<file path="src/rtl/wdt_wake_pkg.sv">
// Package with register map, field layout, reset values and timing counts for the watchdog and wake-up block.
package wdt_wake_pkg;

   // Register byte addresses on the AXI4-Lite bus.
   localparam logic [7:0] ADDR_WDT_CTRL = 8'h00;
   localparam logic [7:0] ADDR_SYS_CTRL = 8'h04;
   localparam logic [7:0] ADDR_PA_WAKE = 8'h08;
   localparam logic [7:0] ADDR_STATUS = 8'h0C;

   // Watchdog control layout and reset value.
   localparam int KEY_LSB = 3;
   localparam int KEY_MSB = 7;
   localparam int SEL_LSB = 0;
   localparam int SEL_MSB = 2;
   localparam logic [7:0] WDT_CTRL_RESET = 8'h53;
   localparam logic [4:0] KEY_DISABLE = 5'h15;
   localparam logic [4:0] KEY_ENABLE = 5'h0A;

   // System control flag positions and reset value.
   localparam int SC_KEEP = 7;
   localparam int SC_BROWNOUT = 2;
   localparam int SC_BROWNOUT_CFG = 1;
   localparam int SC_KEY_RESET = 0;
   localparam logic [7:0] SYS_CTRL_RESET = 8'h00;
   localparam logic [7:0] PA_WAKE_RESET = 8'h00;

   // Status register bit positions.
   localparam int ST_POWER_DOWN = 0;
   localparam int ST_EXPIRY = 1;
   localparam int ST_FAST_READY = 2;
   localparam int ST_SLOW_READY = 3;
   localparam int ST_WDT_ON = 4;
   localparam int ST_KEY_PENDING = 5;

   // Timing counts.
   localparam logic [1:0] KEY_RESET_EDGES = 2'h2;
   localparam logic [15:0] FAST_SETTLE_CYC = 16'h0010;
   localparam logic [15:0] SLOW_SETTLE_CYC = 16'h0080;

   // AXI responses.
   localparam logic [1:0] RESP_OKAY = 2'h0;
   localparam logic [1:0] RESP_SLVERR = 2'h2;

   // Watchdog count width covers the longest period.
   localparam int CNT_W = 19;

   // Time-out length in sub clock cycles for each period code.
   function automatic logic [CNT_W-1:0] period_cycles(input logic [2:0] sel);
      logic [CNT_W-1:0] p;
      p = 19'h0_0100;
      unique case (sel)
         3'h0: p = 19'h0_0100;
         3'h1: p = 19'h0_0400;
         3'h2: p = 19'h0_1000;
         3'h3: p = 19'h0_4000;
         3'h4: p = 19'h0_8000;
         3'h5: p = 19'h1_0000;
         3'h6: p = 19'h2_0000;
         3'h7: p = 19'h4_0000;
      endcase
      return p;
   endfunction

   // A key is legal only when it is one of the two defined codes.
   function automatic logic key_legal(input logic [4:0] key);
      return (key == KEY_ENABLE) || (key == KEY_DISABLE);
   endfunction

endpackage

</file>
<file path="src/rtl/wdt_counter.sv">
// Watchdog counter that counts sub clock ticks and flags the selected overflow.
`timescale 1ns/100ps
`default_nettype none
module wdt_counter
   import wdt_wake_pkg::*;
(
   // Clock and reset.
   input wire logic aclk,
   input wire logic aresetn,
   // Control.
   input wire logic run,
   input wire logic tick,
   input wire logic clear,
   input wire logic [2:0] period_select,
   // Result.
   output logic overflow,
   output logic [CNT_W-1:0] count
);

   logic [CNT_W-1:0] count_reg;
   logic overflow_reg;
   logic [CNT_W-1:0] limit;

   assign limit = period_cycles(period_select);
   assign count = count_reg;
   assign overflow = overflow_reg;

   // Count ticks from zero, restart on clear or on reaching the period.
   always_ff @(posedge aclk)
   begin
      if (!aresetn)
      begin
         count_reg <= '0;
         overflow_reg <= 1'b0;
      end
      else if (clear)
      begin
         count_reg <= '0;
         overflow_reg <= 1'b0;
      end
      else if (run && tick)
      begin
         if (count_reg == limit - 19'h0_0001)
         begin
            count_reg <= '0;
            overflow_reg <= 1'b1;
         end
         else
         begin
            count_reg <= count_reg + 19'h0_0001;
            overflow_reg <= 1'b0;
         end
      end
      else
      begin
         overflow_reg <= 1'b0;
      end
   end

   // Overflow marks exactly the tick that ends the chosen period.
   overflow_at_limit_a: assert property (@(posedge aclk) disable iff (!aresetn)
      run && tick && !clear && count_reg == limit - 19'h0_0001 |=> overflow_reg && count_reg == '0)
      else $error("watchdog overflow missing at period end");

endmodule
`default_nettype wire

</file>
<file path="src/rtl/watchdog_and_wakeup_control.sv">
// Watchdog with keyed enable, power-down wake-up logic and shared oscillator settling.
//
// Decided for this implementation: the AXI4-Lite slave port and the placing of the registers.
`timescale 1ns/100ps
`default_nettype none
module watchdog_and_wakeup_control
   import wdt_wake_pkg::*;
(
   // Clock and reset.
   input wire logic aclk,
   input wire logic aresetn,
   // AXI4-Lite write channels.
   input wire logic [7:0] awaddr,
   input wire logic awvalid,
   output logic awready,
   input wire logic [31:0] wdata,
   input wire logic [3:0] wstrb,
   input wire logic wvalid,
   output logic wready,
   output logic [1:0] bresp,
   output logic bvalid,
   input wire logic bready,
   // AXI4-Lite read channels.
   input wire logic [7:0] araddr,
   input wire logic arvalid,
   output logic arready,
   output logic [31:0] rdata,
   output logic [1:0] rresp,
   output logic rvalid,
   input wire logic rready,
   // Pins and oscillator clocks sampled as data.
   input wire logic sub_clock_pin,
   input wire logic slow_rc_pin,
   input wire logic [7:0] porta_pin,
   input wire logic slow_xtal_sel,
   // CPU events on this clock.
   input wire logic halt_exec,
   input wire logic clear_watchdog_instr_exec,
   input wire logic [7:0] irq_pending,
   input wire logic [7:0] irq_enabled,
   input wire logic stack_full,
   // Results to the core.
   output logic device_reset_req,
   output logic pc_sp_reset,
   output logic resume_after_halt,
   output logic take_interrupt,
   output logic cpu_run,
   output logic power_down,
   output logic sub_clock_enable
);

   typedef enum logic [1:0] {RUNNING, SLEEPING, SETTLING} pm_state_t;
   typedef enum logic [1:0] {WK_PORT, WK_IRQ_RESUME, WK_IRQ_TAKE, WK_WDT} wake_kind_t;
   typedef enum logic [1:0] {SET_IDLE, SET_FAST, SET_SLOW} settle_phase_t;

   localparam int NSYNC = 10;

   pm_state_t state_reg;
   wake_kind_t kind_reg;
   wake_kind_t kind_now;
   settle_phase_t phase_reg;
   logic [NSYNC-1:0] s1_reg, s2_reg, s3_reg, stable_reg, prev_reg;
   logic [NSYNC-1:0] rise, fall;
   logic [7:0] wdt_ctrl_reg, sys_ctrl_reg, pa_wake_reg, irq_mask_reg;
   logic pdf_reg, to_reg, deep_reg, fast_ready_reg, slow_ready_reg;
   logic key_viol_reg, key_fire;
   logic [1:0] viol_cnt_reg;
   logic [15:0] settle_cnt_reg;
   logic wdt_on, wdt_ovf, wdt_clear, halt_now, wake_now, fire;
   logic [7:0] pa_wake_hit, irq_new;
   logic aw_held_reg, w_held_reg;
   logic [7:0] aw_addr_reg;
   logic [31:0] w_data_reg;
   logic [3:0] w_strb_reg;
   logic do_write;
   logic [31:0] rd_word;

   // Each outside input passes three flops; a change counts once stages two and three agree.
   genvar g;
   generate
      for (g = 0; g < NSYNC; g++)
      begin : g_sync
         always_ff @(posedge aclk)
         begin
            if (!aresetn)
            begin
               s1_reg[g] <= 1'b1;
               s2_reg[g] <= 1'b1;
               s3_reg[g] <= 1'b1;
               stable_reg[g] <= 1'b1;
               prev_reg[g] <= 1'b1;
            end
            else
            begin
               s1_reg[g] <= (g < 8) ? porta_pin[g % 8] : ((g == 8) ? sub_clock_pin : slow_rc_pin);
               s2_reg[g] <= s1_reg[g];
               s3_reg[g] <= s2_reg[g];
               if (s2_reg[g] == s3_reg[g])
               begin
                  stable_reg[g] <= s3_reg[g];
               end
               prev_reg[g] <= stable_reg[g];
            end
         end
         assign rise[g] = stable_reg[g] & ~prev_reg[g];
         assign fall[g] = ~stable_reg[g] & prev_reg[g];
      end
   endgenerate

   // Watchdog state decoded from the key field.
   assign wdt_on = (wdt_ctrl_reg[KEY_MSB:KEY_LSB] == KEY_ENABLE);
   assign halt_now = (state_reg == RUNNING) && halt_exec;
   assign wdt_clear = clear_watchdog_instr_exec || halt_now || key_fire;

   // The watchdog counts sub clock rising edges only while enabled.
   wdt_counter u_counter (
      .aclk(aclk),
      .aresetn(aresetn),
      .run(wdt_on),
      .tick(rise[8]),
      .clear(wdt_clear),
      .period_select(wdt_ctrl_reg[SEL_MSB:SEL_LSB]),
      .overflow(wdt_ovf),
      .count()
   );

   // Wake sources and the kind of restart each one asks for.
   assign pa_wake_hit = fall[7:0] & pa_wake_reg;
   assign irq_new = irq_pending & ~irq_mask_reg;
   assign wake_now = (state_reg == SLEEPING) && ((|pa_wake_hit) || (|irq_new) || wdt_ovf);
   always_comb
   begin
      kind_now = WK_PORT;
      if (wdt_ovf)
         kind_now = WK_WDT;
      else if (|irq_new)
         kind_now = ((|(irq_new & irq_enabled)) && !stack_full) ? WK_IRQ_TAKE : WK_IRQ_RESUME;
   end
   assign fire = (wake_now && !deep_reg) || ((state_reg == SETTLING) && fast_ready_reg);

   // Power management sequence: halt, sleep, optional settling, run.
   always_ff @(posedge aclk)
   begin
      if (!aresetn)
      begin
         state_reg <= RUNNING;
         kind_reg <= WK_PORT;
         deep_reg <= 1'b0;
         irq_mask_reg <= 8'h00;
      end
      else
      begin
         unique case (state_reg)
            RUNNING:
               if (halt_exec)
               begin
                  state_reg <= SLEEPING;
                  deep_reg <= !wdt_on;
                  irq_mask_reg <= irq_pending;
               end
            SLEEPING:
               if (wake_now)
               begin
                  kind_reg <= kind_now;
                  state_reg <= deep_reg ? SETTLING : RUNNING;
               end
            SETTLING:
               if (fast_ready_reg)
                  state_reg <= RUNNING;
         endcase
      end
   end

   // Restart pulses to the core, one cycle each.
   always_ff @(posedge aclk)
   begin
      if (!aresetn)
      begin
         pc_sp_reset <= 1'b0;
         resume_after_halt <= 1'b0;
         take_interrupt <= 1'b0;
      end
      else
      begin
         pc_sp_reset <= fire && ((state_reg == SLEEPING ? kind_now : kind_reg) == WK_WDT);
         resume_after_halt <= fire && ((state_reg == SLEEPING ? kind_now : kind_reg) inside {WK_PORT, WK_IRQ_RESUME});
         take_interrupt <= fire && ((state_reg == SLEEPING ? kind_now : kind_reg) == WK_IRQ_TAKE);
      end
   end

   // Core run and power-down indications.
   always_ff @(posedge aclk)
   begin
      if (!aresetn)
      begin
         cpu_run <= 1'b1;
         power_down <= 1'b0;
         sub_clock_enable <= 1'b1;
      end
      else
      begin
         cpu_run <= (state_reg == RUNNING && !halt_exec) || fire;
         power_down <= (state_reg == RUNNING) ? halt_exec : !fire;
         sub_clock_enable <= wdt_on;
      end
   end

   // Power down and expiry flags.
   always_ff @(posedge aclk)
   begin
      if (!aresetn)
      begin
         pdf_reg <= 1'b0;
         to_reg <= 1'b0;
      end
      else
      begin
         if (halt_now)
            pdf_reg <= 1'b1;
         else if (clear_watchdog_instr_exec)
            pdf_reg <= 1'b0;
         if (wdt_ovf)
            to_reg <= 1'b1;
         else if (halt_now)
            to_reg <= 1'b0;
      end
   end

   // Time-out while running asks for a full device reset.
   always_ff @(posedge aclk)
   begin
      if (!aresetn)
         device_reset_req <= 1'b0;
      else
         device_reset_req <= key_fire || (wdt_ovf && state_reg == RUNNING);
   end

   // Illegal key: count slow RC edges, then reset after the second one.
   assign key_fire = key_viol_reg && rise[9] && (viol_cnt_reg == KEY_RESET_EDGES - 2'h1);
   always_ff @(posedge aclk)
   begin
      if (!aresetn)
      begin
         key_viol_reg <= 1'b0;
         viol_cnt_reg <= 2'h0;
      end
      else if (do_write && aw_addr_reg == ADDR_WDT_CTRL && !key_legal(w_data_reg[KEY_MSB:KEY_LSB]))
      begin
         key_viol_reg <= 1'b1;
         viol_cnt_reg <= 2'h0;
      end
      else if (key_fire)
      begin
         key_viol_reg <= 1'b0;
         viol_cnt_reg <= 2'h0;
      end
      else if (key_viol_reg && rise[9])
         viol_cnt_reg <= viol_cnt_reg + 2'h1;
   end

   // Shared settle counter: fast oscillator first, slow crystal afterwards.
   always_ff @(posedge aclk)
   begin
      if (!aresetn)
      begin
         phase_reg <= SET_IDLE;
         settle_cnt_reg <= 16'h0000;
         fast_ready_reg <= 1'b1;
         slow_ready_reg <= 1'b1;
      end
      else if (halt_now && !wdt_on)
      begin
         fast_ready_reg <= 1'b0;
         slow_ready_reg <= !slow_xtal_sel;
         phase_reg <= SET_IDLE;
      end
      else if (wake_now && deep_reg)
      begin
         phase_reg <= SET_FAST;
         settle_cnt_reg <= 16'h0000;
      end
      else
      begin
         unique case (phase_reg)
            SET_IDLE: settle_cnt_reg <= 16'h0000;
            SET_FAST:
               if (settle_cnt_reg == FAST_SETTLE_CYC - 16'h0001)
               begin
                  fast_ready_reg <= 1'b1;
                  settle_cnt_reg <= 16'h0000;
                  phase_reg <= slow_ready_reg ? SET_IDLE : SET_SLOW;
               end
               else
                  settle_cnt_reg <= settle_cnt_reg + 16'h0001;
            SET_SLOW:
               if (settle_cnt_reg == SLOW_SETTLE_CYC - 16'h0001)
               begin
                  slow_ready_reg <= 1'b1;
                  phase_reg <= SET_IDLE;
               end
               else
                  settle_cnt_reg <= settle_cnt_reg + 16'h0001;
            default: phase_reg <= SET_IDLE;
         endcase
      end
   end

   // AXI write address and data are taken in either order, one write at a time.
   assign do_write = aw_held_reg && w_held_reg && !bvalid;
   always_ff @(posedge aclk)
   begin
      if (!aresetn)
      begin
         aw_held_reg <= 1'b0;
         w_held_reg <= 1'b0;
         awready <= 1'b0;
         wready <= 1'b0;
         aw_addr_reg <= 8'h00;
         w_data_reg <= 32'h0000_0000;
         w_strb_reg <= 4'h0;
         bvalid <= 1'b0;
         bresp <= RESP_OKAY;
      end
      else
      begin
         awready <= !aw_held_reg && !awready && awvalid;
         wready <= !w_held_reg && !wready && wvalid;
         if (awvalid && awready)
         begin
            aw_held_reg <= 1'b1;
            aw_addr_reg <= awaddr;
         end
         if (wvalid && wready)
         begin
            w_held_reg <= 1'b1;
            w_data_reg <= wdata;
            w_strb_reg <= wstrb;
         end
         if (do_write)
         begin
            aw_held_reg <= 1'b0;
            w_held_reg <= 1'b0;
            bvalid <= 1'b1;
            bresp <= (aw_addr_reg inside {ADDR_WDT_CTRL, ADDR_SYS_CTRL, ADDR_PA_WAKE, ADDR_STATUS}) ?
                     RESP_OKAY : RESP_SLVERR;
         end
         else if (bvalid && bready)
            bvalid <= 1'b0;
      end
   end

   // Software-writable registers; hardware events win over software writes.
   always_ff @(posedge aclk)
   begin
      if (!aresetn)
      begin
         wdt_ctrl_reg <= WDT_CTRL_RESET;
         sys_ctrl_reg <= SYS_CTRL_RESET;
         pa_wake_reg <= PA_WAKE_RESET;
      end
      else
      begin
         if (key_fire)
            wdt_ctrl_reg <= WDT_CTRL_RESET;
         else if (do_write && aw_addr_reg == ADDR_WDT_CTRL && w_strb_reg[0])
            wdt_ctrl_reg <= w_data_reg[7:0];
         if (do_write && aw_addr_reg == ADDR_PA_WAKE && w_strb_reg[0])
            pa_wake_reg <= w_data_reg[7:0];
         if (do_write && aw_addr_reg == ADDR_SYS_CTRL && w_strb_reg[0])
         begin
            sys_ctrl_reg[SC_KEEP] <= w_data_reg[SC_KEEP];
            sys_ctrl_reg[SC_BROWNOUT] <= w_data_reg[SC_BROWNOUT];
            sys_ctrl_reg[SC_BROWNOUT_CFG] <= w_data_reg[SC_BROWNOUT_CFG];
            if (!w_data_reg[SC_KEY_RESET])
               sys_ctrl_reg[SC_KEY_RESET] <= 1'b0;
         end
         if (key_fire)
            sys_ctrl_reg[SC_KEY_RESET] <= 1'b1;
      end
   end

   // Read word for the requested address; unused bits read as zero.
   function automatic logic [31:0] read_word(input logic [7:0] a);
      logic [31:0] v;
      v = 32'h0000_0000;
      unique case (a)
         ADDR_WDT_CTRL: v[7:0] = wdt_ctrl_reg;
         ADDR_SYS_CTRL: v[7:0] = {sys_ctrl_reg[SC_KEEP], 4'h0, sys_ctrl_reg[2:0]};
         ADDR_PA_WAKE: v[7:0] = pa_wake_reg;
         ADDR_STATUS: v[5:0] = {key_viol_reg, wdt_on, slow_ready_reg, fast_ready_reg, to_reg, pdf_reg};
         default: v = 32'h0000_0000;
      endcase
      return v;
   endfunction
   // A process, not an assign, so the word follows register changes while the address stays put.
   always_comb
   begin
      rd_word = read_word(araddr);
   end

   // AXI read: address taken, data one cycle later, held until rready.
   always_ff @(posedge aclk)
   begin
      if (!aresetn)
      begin
         arready <= 1'b0;
         rvalid <= 1'b0;
         rdata <= 32'h0000_0000;
         rresp <= RESP_OKAY;
      end
      else
      begin
         arready <= !arready && !rvalid && arvalid;
         if (arvalid && arready)
         begin
            rvalid <= 1'b1;
            rdata <= rd_word;
            rresp <= (araddr inside {ADDR_WDT_CTRL, ADDR_SYS_CTRL, ADDR_PA_WAKE, ADDR_STATUS}) ?
                     RESP_OKAY : RESP_SLVERR;
         end
         else if (rvalid && rready)
            rvalid <= 1'b0;
      end
   end

   // Checks on the wake-up and watchdog behaviour.
   halt_sets_pdf_a: assert property (@(posedge aclk) disable iff (!aresetn)
      halt_now |=> pdf_reg && state_reg == SLEEPING && power_down)
      else $error("halt did not set power down flag");
   clr_clears_pdf_a: assert property (@(posedge aclk) disable iff (!aresetn)
      clear_watchdog_instr_exec && !halt_now |=> !pdf_reg)
      else $error("clear instruction left power down flag set");
   sleep_timeout_a: assert property (@(posedge aclk) disable iff (!aresetn)
      state_reg == SLEEPING && wdt_ovf && !deep_reg |=> to_reg && pc_sp_reset && !device_reset_req)
      else $error("time-out in sleep did not wake with PC and SP reset");
   run_timeout_a: assert property (@(posedge aclk) disable iff (!aresetn)
      state_reg == RUNNING && wdt_ovf |=> device_reset_req && to_reg)
      else $error("time-out while running did not reset device");
   port_wake_a: assert property (@(posedge aclk) disable iff (!aresetn)
      state_reg == SLEEPING && !deep_reg && (|pa_wake_hit) && !wdt_ovf && !(|irq_new)
      |=> state_reg == RUNNING && resume_after_halt)
      else $error("Port A wake did not resume after halt");
   old_irq_ignored_a: assert property (@(posedge aclk) disable iff (!aresetn)
      state_reg == SLEEPING && !(|irq_new) && !(|pa_wake_hit) && !wdt_ovf |=> state_reg == SLEEPING)
      else $error("device woke without a fresh wake source");
   settle_hold_a: assert property (@(posedge aclk) disable iff (!aresetn)
      state_reg == SETTLING && !fast_ready_reg |=> !cpu_run)
      else $error("core ran before fast oscillator was ready");
   key_reset_a: assert property (@(posedge aclk) disable iff (!aresetn)
      key_viol_reg && rise[9] && viol_cnt_reg == 2'h1 |=> device_reset_req && sys_ctrl_reg[SC_KEY_RESET])
      else $error("key violation did not reset on second slow RC edge");
   key_flag_sticky_a: assert property (@(posedge aclk) disable iff (!aresetn)
      sys_ctrl_reg[SC_KEY_RESET] && !(do_write && aw_addr_reg == ADDR_SYS_CTRL) |=> sys_ctrl_reg[SC_KEY_RESET])
      else $error("key reset flag cleared without software");
   reserved_zero_a: assert property (@(posedge aclk) disable iff (!aresetn)
      arvalid && arready && araddr == ADDR_SYS_CTRL |=> rdata[6:3] == 4'h0)
      else $error("reserved control bits read nonzero");

endmodule
`default_nettype wire

</file>
<file path="config.mk">
export PLATFORM = sky130hd
export DESIGN_NAME = watchdog_and_wakeup_control
export DESIGN_NICKNAME = d
export VERILOG_FILES = /design/src/rtl/wdt_wake_pkg.sv /design/src/rtl/wdt_counter.sv /design/src/rtl/watchdog_and_wakeup_control.sv
export SDC_FILE = /design/constraint.sdc
export NUM_CORES = 1
export LEC_CHECK = 0
export BUFFER_PORTS_ARGS = -buffer_cell sky130_fd_sc_hd__clkbuf_2
export CAP_MARGIN = 20
export CORE_UTILIZATION = 50
export CTS_BUF_LIST = sky130_fd_sc_hd__clkbuf_8
export CTS_CLUSTER_SIZE = 40
export DETAILED_ROUTE_END_ITERATION = 8
export PLACE_DENSITY = 0.76
export SLEW_MARGIN = 20
export SYNTH_ARGS = -nofsm -noshare
export SYNTH_HDL_FRONTEND = slang
export SYNTH_HIERARCHICAL = 1
export SYNTH_SLANG_ARGS = --single-unit
</file>
<file path="constraint.sdc">
create_clock -name aclk -period 2.25 [get_ports aclk]
set_input_delay 0.1125 -clock aclk [delete_from_list [all_inputs] [get_ports aclk]]
set_output_delay 0.1125 -clock aclk [all_outputs]
set_load 0.01 [all_outputs]
</file>
==> impl_results.md, run 1 <==
- Run status: finished clean
- Antenna cells: 0
- Grt ovf: 0
- Post-Syn Area: 7446 sq um
- Final Core Density: a little over 60%
- DR WL/cell: 13.96 microns
- Root Buffer: clkbuf_8
- Int Pwr: 4670 uW
- Hold depth: 6
- TritonCTS clock tree: yes
- Die span in y: 124.0 microns
- Top_reg_cell synth: dfxtp_1
- Final ANT Viol Nets: 0
- Count of cell types in the netlist: 75
- Max Slew Vio Count: 0
- GP Congestion: roughly 0.80
- Ys async rst share: 0%
- Syn avg cell area: 8.750 sq um
- Post-synthesis xor/xnor area fraction: roughly 2%
- GRT Total Usage: 22.32%
- Via Count: 6,236
- Multi-input gate area: ~3700 sq um
- Final setup viols: 0
- Drt first-iter violations: 427
- Ports: between 100 and 150
- Pre-antenna DRT Iters: 5
- Synth area leaders: dfxtp_1 45%, nand2_1 5.8%, nand3_1 5.0%
- First-pass GRT wire length: 26,800 microns
- Most common cell in the netlist: dfxtp_1
- Worst r2r path cells: 6
- Leak: 0.003585 uW
- Antenna violations before repair: 0
- RSZ-0062 raised after global routing: false
- WS Path Type: flop to flop
- Crit-path max FO: 4
- Syn Inst Count: 851
- Drc violations: 0
- Critical path cell sequence: or4_1, nor4_2, nor2b_1, nand3_1, o21ai_0, a21oi_1
- Simple-gate share of the synthesized area: 29.17%
- Worst-Skew Late Latency: ~470 ps
- Nets: about 1,100
- Share of cells above drive strength 1: 17.79%
- Crit. End Element: flop
- Seq. cell area: between 3000 and 4000 sq um
- Core Footprint: 14,530 sq um
- Sequential Power Share: between 50% and 60%
- Largest net degree at the start of global routing: 60
- Clock slew at reported path FFs: roughly 90 ps
- Clk pwr share: 42.3%
- Kind of start point of the critical path: flop
- Clock sink count: 169
- Die Wd: between 100 and 150 microns
- Critical Path AT: 2470 ps
- Number of synthesized flops with an enable pin: 0
- Overall die area: 15,380 sq um
- Flop and latch count out of synthesis: 169
- Largest family of logic cells by synthesized area: simple AND/OR/NAND/NOR gates
- Number of I/O port buffers: 83
- Required time worst endpoint: 2600 ps
- Worst Setup Slack, final: 137.2 ps
- Largest area contributor in the netlist: dfxtp_1
- Switching power: 1372 uW
- CTS Buffer Depth: 2
- Slowest CP cell: or4_1
- Post-layout min period: between 2000 and 2500 ps
- Gate power share: 6.6%
- Area Overhead vs Synth: 19.96%
- Post-CTS Setup Bufs: 0
- Hold/Removal Path Class: input pin to flop
- Reg-to-reg slack, setup: approximately 140 ps
- Post-place setup slack: 161.7 ps
- Vias in the first global route: approximately 5,600
- Final Hold Viols: 0
- Yosys top cell area share: a little under half
- Crit-path max cell delay: 550 ps
- F_max: between 400 and 500 MHz
- Detailed-route wire length: 16,460 microns
- Setup TNS: 0 ps
- Filler cells: between 1,000 and 1,500
- Pwr dens: 676.4 nW/um^2
- Max cap viols: 0
- Std-Cell Rows: 44
- H-Tree Depth: 4
- Synth Area in Adders: 1.512%
- Setup skew after layout: between 10 and 15 ps
- Max VDD drop: approximately 0.00042 V
- Detailed-route vias per instance: 5.289
- Worst-Margin Slew: ~680 ps
- Sw frac: 22.71%
- Share of synthesized area spent on multiplexers: 3.327%
- Sequential share of the synthesized area: 45.44%
- Initial core utilization: 51.23%
- Compound-Gate Fraction of Synth Area: 12.47%
- Max reg flops: 19
- Tcrit/Tclk final: 93.90%
- Synth cell count leaders: 169 x dfxtp_1, 115 x nand2_1, 74 x nand3_1, 74 x nor2_1, 63 x a21oi_1
- Slew Limit Headroom: 54.84%
- Synth warnings: 6
- Detail Placement HPWL: 10,870 microns
- Total CTS buffers: 17
[area by class of cell]
cell class | count | share of cell area, %
timing repair buffer | 150 | 11.93
sequential | 169 | 37.88
tap | 184 | 2.577
clock buffer | 17 | 2.619
clock inverter | 15 | 2.745
inverter | 17 | 0.7144
multi-input combinational | 627 | 41.53
[stage by stage]
stage | std cells | hold WS, ps | area [sq um] | total power [uW]
detailed placement | 1103 | 295.2 | 8010 | 3485
global route | 1179 | 94.59 | 8932 | 6259
global placement | 1103 | 298.4 | 8010 | 3480
CTS | 1179 | 44.86 | 8930 | 6074
floorplan | 876 | 214.0 | 7540 | 3395
finish | 1179 | 77.69 | 8932 | 6042
[power by group through the flow]
stage               sequential (uW)  clock [uW]  combinational, uW
global placement               3150           0                329
finish                         3080        2560                401
floorplan                      3150           0                246
CTS                            3080        2600                394
global route                   3090        2720                447
detailed placement             3150           0                332
[cell families after synthesis]
group                    Yosys count
multiplexers                      21
adder cells (fa/ha/maj)            9
other                              1
flip-flops                       169
buffers and inverters             80
AO/OA/AOI/OAI                    141
AND/OR/NAND/NOR                  413
XOR/XNOR                          17
[critical path: cells and delay by family, from the launching register on]
kind | cells | cell delay (ps)
and+or+nand+nor | 4 | 1380
AOI/OAI and AO/OA | 2 | 300
DFF | 1 | 310
[final timing paths]
kind	start	end
min reg2reg	s1_reg[9]$_SDFF_PN1_	s2_reg[9]$_SDFF_PN1_
max reg2reg	aw_addr_reg[0]$_SDFFE_PN0P_	sys_ctrl_reg[0]$_SDFFE_PN0P_
max	aw_addr_reg[0]$_SDFFE_PN0P_	sys_ctrl_reg[0]$_SDFFE_PN0P_
min	araddr[0]	rdata[6]$_SDFFE_PN0P_
[routing by layer]
layer | vias up | share of wire (%) | GRT usage [%]
li1 | 3175 | - | -
met1 | 2883 | 46 | 28.77
met2 | 149 | 48 | 36.15
met3 | 29 | 4.1 | 4.899
met4 | 0 | 2.3 | 9.077
met5 | - | 0 | 0
[layout by cell type (no fill, tap or decap), drive strengths merged, types with 6 or more instances in the layout]
| cell type | netlist | routed |
|---|---|---|
| xor2 | 12 | 12 |
| nand2 | 117 | 117 |
| o211ai | 11 | 11 |
| dlygate4sd3 | 0 | 44 |
| nand4 | 8 | 8 |
| conb | 1 | 26 |
| and3 | 12 | 12 |
| dfxtp | 169 | 169 |
| ha | 9 | 9 |
| nor2 | 74 | 74 |
| nor2b | 12 | 12 |
| a21oi | 65 | 65 |
| nand4b | 8 | 8 |
| bufinv | 0 | 6 |
| inv | 17 | 20 |
| nor3 | 9 | 9 |
| buf | 41 | 23 |
| o21ai | 21 | 21 |
| nor4 | 14 | 14 |
| clkbuf | 22 | 100 |
| nand3 | 77 | 77 |
| mux2i | 18 | 18 |
| nand2b | 47 | 47 |
| a22oi | 12 | 12 |
| nand3b | 6 | 6 |
[repair_timing]
item                       4_1_cts  5_1_grt
hold buffers                    44        0
setup endpoints to repair        0        8
resized for setup                0        1
hold endpoints to repair        45        0
Power figures use the tool's default switching activity.
==> inputs of run 2 (changes only) <==
--- a/config.mk
+++ b/config.mk
@@ -7,11 +7,11 @@
 export LEC_CHECK = 0
 export BUFFER_PORTS_ARGS = -buffer_cell sky130_fd_sc_hd__clkbuf_2
 export CAP_MARGIN = 20
-export CORE_UTILIZATION = 50
+export CORE_UTILIZATION = 45
 export CTS_BUF_LIST = sky130_fd_sc_hd__clkbuf_8
 export CTS_CLUSTER_SIZE = 40
 export DETAILED_ROUTE_END_ITERATION = 8
-export PLACE_DENSITY = 0.76
+export PLACE_DENSITY_LB_ADDON = 0.12
 export SLEW_MARGIN = 20
 export SYNTH_ARGS = -nofsm -noshare
 export SYNTH_HDL_FRONTEND = slang
==> impl_results.md, run 2 (same netlist as run 1, synthesis figures left out) <==
- Crit-path max cell delay: 440 ps (-110 ps)
- Setup skew after layout: 13.54 ps (+2.651 ps)
- Hold/Removal Path Class: input pin to flop
- Overall die area: 17,060 sq um (+11%)
- H-Tree Depth: 4 (unchanged)
- DR WL/cell: 13.49 microns (-3.4%)
- Post-CTS Setup Bufs: 0 (unchanged)
- Via Count: 6,186 (-0.80%)
- Post-layout min period: 2109 ps (-3.292 ps)
- Total CTS buffers: 17 (unchanged)
- Slew Limit Headroom: 55.98% (+1.1 points)
- Crit path buffers/inverters: 0 (unchanged)
- Largest net degree at the start of global routing: 46 (-23%)
- RSZ-0062 raised after global routing: false
- Pre-antenna DRT Iters: 5 (unchanged)
- Die Wd: 130.6 microns (+5.3%)
- Crit-path max FO: 10 (+6)
- Critical path cell sequence: ha_1, nand3_2, or4_4, o31a_4, and4_4, nand2_4, o211ai_2
- Number of I/O port buffers: 83 (unchanged)
- Leak: 0.003573 uW (-0.33%)
- Run status: finished clean
- Initial core utilization: 46.54% (-4.7 points)
- Antenna cells: 0 (unchanged)
- Drc violations: 0 (unchanged)
- Detailed-route wire length: 16,400 microns (-0.39%)
- Slowest CP cell: or4_4
- Commonest cells after routing, fill and taps aside: 169 x dfxtp_1, 115 x nand2_1, 83 x clkbuf_2
- Filler cells: 1,541 (+27%)
- Ports: 137 (unchanged)
- GP Congestion: 0.7907 (-1.7%)
- Commonest non-fill, non-tap cell in the layout: dfxtp_1
- Area Overhead vs Synth: 19.56%
- First-pass GRT wire length: 26,640 microns (-0.59%)
- Detailed-route vias per instance: 5.087 (-3.8%)
- Clock sink count: 169 (unchanged)
- Fin area: 8902 sq um (-0.34%)
- Required time worst endpoint: 2590 ps (about the same)
- Share of cells above drive strength 1: 18.10% (+0.31 points)
- Post-CTS Resized: 0 (unchanged)
- Die span in y: 130.6 microns (+5.3%)
- Core Footprint: 16,000 sq um (+10%)
- Grt ovf: 0 (unchanged)
- F_max: 474.0 MHz (+0.16%)
- Worst-Margin Slew: 659.6 ps (-17.11 ps)
- Largest delay share family, worst path: simple AND/OR/NAND/NOR gates
- Crit. End Element: flop
- GRT Total Usage: 20.03% (-2.3 points)
- Pwr dens: 621.0 nW/um^2 (-8.2%)
- Nets: 1,085 (+0.46%)
- WS Path Type: flop to flop
- Max Slew Vio Count: 0 (unchanged)
- Max VDD drop: 0.0004167 V (+0.33%)
- Root Buffer: clkbuf_8
- Clock slew at reported path FFs: 80 ps (about the same)
- Worst-Skew Late Latency: 460 ps (about the same)
- Kind of start point of the critical path: flop
- TritonCTS clock tree: yes
- Final Hold Viols: 0 (unchanged)
- Drt first-iter violations: 313 (-27%)
- Detail Placement HPWL: 11,330 microns (+4.3%)
- Max cap viols: 0 (unchanged)
- Std-Cell Rows: 46 (+4.5%)
- Final ANT Viol Nets: 0 (unchanged)
- Antenna violations before repair: 0 (unchanged)
- Max reg flops: 19 (unchanged)
- Final setup viols: 0 (unchanged)
- Vias in the first global route: 5,562 (-1.4%)
- Tcrit/Tclk final: 93.76% (-0.15 points)
- Setup TNS: 0 ps (unchanged)
- Critical Path AT: 2450 ps (-20 ps)
- CTS Buffer Depth: 2 (unchanged)
- Post-DP Area: 8095 sq um (+1.1%)
==> run 2: where the power goes <==
part	leakage [uW]	switching, uW	internal [uW]	total [uW]
combinational	0.00200	211	188	399
sequential	0.00137	32.8	3050	3080
clock	0.000202	1110	941	2050
==> run 2: worst min-delay path, cell delays in order <==
cell and delay [ps]:
clkbuf_2 90, nand2b_1 120, nand3_1 90
==> run 2: stage by stage <==
step	std cells	hold slack, ps	setup slack (ps)	total power [uW]	util [%]
3_3_place_gp	1141	293.7	175.7	3490	50.59
6_report	1216	32.18	140.5	5529	55.64
5_1_grt	1216	58.08	6.627	5763	55.64
3_5_place_dp	1141	295.8	155.0	3494	50.59
4_1_cts	1216	1.763	136.7	5602	55.64
2_1_floorplan	876	214.0	184.9	3395	-
==> run 2: timing repair <==
item	CTS	global route
hold buffers	43	0
endpoints found under the setup margin	0	0
hold endpoints to repair	44	0
==> run 2: area by class of cell <==
| type | instances | area, sq um | area share, % |
|---|---|---|---|
| inverter | 17 | 63.81 | 0.7168 |
| timing repair buffer | 155 | 1101 | 12.37 |
| multi-input combinational | 627 | 3707 | 41.64 |
| tap | 216 | 270.3 | 3.036 |
| clock inverter | 13 | 115.1 | 1.293 |
| clock buffer | 19 | 261.5 | 2.937 |
| sequential | 169 | 3383 | 38.00 |
==> run 2: routing by layer <==
layer  GRT usage (%)  wire (microns)  share of wire (%)
met1           26.54            8063                 49
met2           32.84            7745                 47
met5               0               0                  0
met4           7.370             200                1.2
met3           3.298             388                2.4
==> run 2: path summary, 6_finish.rpt <==
path                                       start                        endpoint  slack (ps)  cells past startpoint
hold / removal                         halt_exec              cpu_run$_SDFF_PN1_          30                      3
setup reg to reg  settle_cnt_reg[1]$_SDFFE_PN0P_  settle_cnt_reg[4]$_SDFFE_PN0P_         140                      7
hold reg to reg             s1_reg[9]$_SDFF_PN1_            s2_reg[9]$_SDFF_PN1_         410                      1
setup / recovery  settle_cnt_reg[1]$_SDFFE_PN0P_  settle_cnt_reg[4]$_SDFFE_PN0P_         140                      7
==> inputs of run 3 (changes only) <==
--- a/config.mk
+++ b/config.mk
@@ -7,7 +7,9 @@
 export LEC_CHECK = 0
 export BUFFER_PORTS_ARGS = -buffer_cell sky130_fd_sc_hd__clkbuf_2
 export CAP_MARGIN = 20
-export CORE_UTILIZATION = 45
+export CELL_PAD_IN_SITES_DETAIL_PLACEMENT = 0
+export CELL_PAD_IN_SITES_GLOBAL_PLACEMENT = 2
+export CORE_UTILIZATION = 31
 export CTS_BUF_LIST = sky130_fd_sc_hd__clkbuf_8
 export CTS_CLUSTER_SIZE = 40
 export DETAILED_ROUTE_END_ITERATION = 8
==> impl_results.md, run 3 (same netlist as run 1, synthesis figures left out) <==
- F_max: 471.1 MHz (-0.63%)
- Largest net degree at the start of global routing: 52 (+13%)
- Kind of start point of the critical path: flop
- Max Slew Vio Count: 0 (unchanged)
- Crit-path max FO: 9 (-1)
- Max cap viols: 0 (unchanged)
- Final Hold Viols: 0 (unchanged)
- Overall die area: 24,640 sq um (+44%)
- RSZ-0062 raised after global routing: false
- TritonCTS clock tree: yes
- GRT Total Usage: 15.69% (-4.3 points)
- Post-layout min period: 2123 ps (+13.37 ps)
- Total CTS buffers: 17 (unchanged)
- Max VDD drop: 0.0002940 V (-29%)
- Die Wd: 157.0 microns (+20%)
- Via Count: 6,214 (+0.45%)
- Number of I/O port buffers: 83 (unchanged)
- Die span in y: 157.0 microns (+20%)
- Slew Limit Headroom: 54.09% (-1.9 points)
- Final setup viols: 0 (unchanged)
- Setup TNS: 0 ps (unchanged)
- Nets: 1,085 (unchanged)
- Post-place setup slack: 124.3 ps (-30.72 ps)
- Tcrit/Tclk final: 94.35% (+0.59 points)
- Drt first-iter violations: 348 (+11%)
- Detailed-route wire length: 18,630 microns (+14%)
- Area Overhead vs Synth: 22.08%
- Grt ovf: 0 (unchanged)
- DR WL/cell: 14.14 microns (+4.8%)
- Core Footprint: 23,540 sq um (+47%)
- Required time worst endpoint: 2600 ps (about the same)
- Vias in the first global route: 6,022 (+8.3%)
- WS Path Type: flop to flop
- Hold/Removal Path Class: input pin to flop
- H-Tree Depth: 4 (unchanged)
- Clock sink count: 169 (unchanged)
- CTS Buffer Depth: 2 (unchanged)
- Detail Placement HPWL: 13,040 microns (+15%)
- Run status: finished clean
- Critical Path AT: 2470 ps (+20 ps)
- Pwr dens: 645.4 nW/um^2 (+3.9%)
- Final Core Density: 38.61% (-17 points)
- Power, Total: 5867 uW (+6.1%)
- Final ANT Viol Nets: 0 (unchanged)
- Reg-to-reg slack, setup: 130 ps (about the same)
- Crit. End Element: flop
- Std-Cell Rows: 56 (+22%)
- Initial core utilization: 31.63% (-15 points)
- Share of cells above drive strength 1: 18.22% (+0.12 points)
- Antenna cells: 0 (unchanged)
- Pre-antenna DRT Iters: 4 (-1)
- Ports: 137 (unchanged)
- Antenna violations before repair: 0 (unchanged)
- Worst-Skew Late Latency: 460 ps (about the same)
- Max reg flops: 19 (unchanged)
- Commonest cells after routing, fill and taps aside: 169 x dfxtp_1, 115 x nand2_1, 83 x clkbuf_2
- Root Buffer: clkbuf_8
- Filler cells: 2,431 (+58%)
- Setup skew after layout: 16.57 ps (+3.028 ps)
- Commonest non-fill, non-tap cell in the layout: dfxtp_1
- Detailed-route vias per instance: 4.715 (-7.3%)
- Worst Setup Slack, final: 127.1 ps (-13.37 ps)
- GP Congestion: 0.7515 (-5.0%)
- Drc violations: 0 (unchanged)
- Leak: 0.003588 uW (+0.41%)
- Clock slew at reported path FFs: 100 ps (+20 ps)
- Worst-Margin Slew: 686.1 ps (+26.51 ps)
- First-pass GRT wire length: 30,080 microns (+13%)
## run 3: cell count changes in the layout (fill, tap and decap cells not counted), sizes merged
cell	previous run	this run
bufinv	1	3
clkbuf	102	101
clkinv	7	3
clkinvlp	0	1
inv	22	23
## run 3: metal layers
metal	share of wire, %	up-vias	track usage, %	wire [microns]
met5	0	-	0	0
met4	0.94	0	4.342	176
met3	4.0	13	3.359	744
met2	44	137	25.35	8275
met1	51	2875	20.97	9433
li1	-	3189	-	-
## run 3: critical path: stages (launching register included)
cell and delay (ps):
dfxtp_1 500, nand3_1 220, nor4_2 450, nand3_1 280, o311a_1 420, nand3_1 80
nand3_1 80
## run 3: final timing paths
check,start,to,cells after the start
worst max-delay path,settle_cnt_reg[2]$_SDFFE_PN0P_,settle_cnt_reg[15]$_SDFFE_PN0P_,6
worst min-delay path,aresetn,sub_clock_enable$_SDFF_PN1_,2
worst max register to register,settle_cnt_reg[2]$_SDFFE_PN0P_,settle_cnt_reg[15]$_SDFFE_PN0P_,6
worst min register to register,s1_reg[4]$_SDFF_PN1_,s2_reg[4]$_SDFF_PN1_,1
## run 3: final cells by class
class	count	area [sq um]	area share [%]
inverters	17	63.81	0.7020
well taps	319	399.1	4.391
flip-flops and latches	169	3383	37.22
multi-input cells	627	3722	40.95
clock buffers	18	247.7	2.725
repair buffers	155	1089	11.98
clock inverters	13	185.2	2.037
## run 3: through the flow
step | instance area [sq um] | instances | hold slack [ps]
CTS | 9067 | 1317 | 58.58
global route | 9090 | 1318 | 69.36
finish | 9090 | 1318 | 87.50
global placement | 8204 | 1243 | 293.5
floorplan | 7540 | 876 | 214.0
detailed placement | 8204 | 1243 | 296.5
## run 3: repair_timing
item | 4_1_cts | 5_1_grt
hold endpoints to repair | 44 | 0
gates resized for setup | 0 | 3
endpoints found under the setup margin | 0 | 17
setup buffers | 0 | 1
hold buffers | 43 | 0
## run 3: power breakdown
group / internal, uW / switching, uW
combinational: 183 / 217
clock: 1160 / 1220
sequential: 3050 / 32.9
total: 4390 / 1470
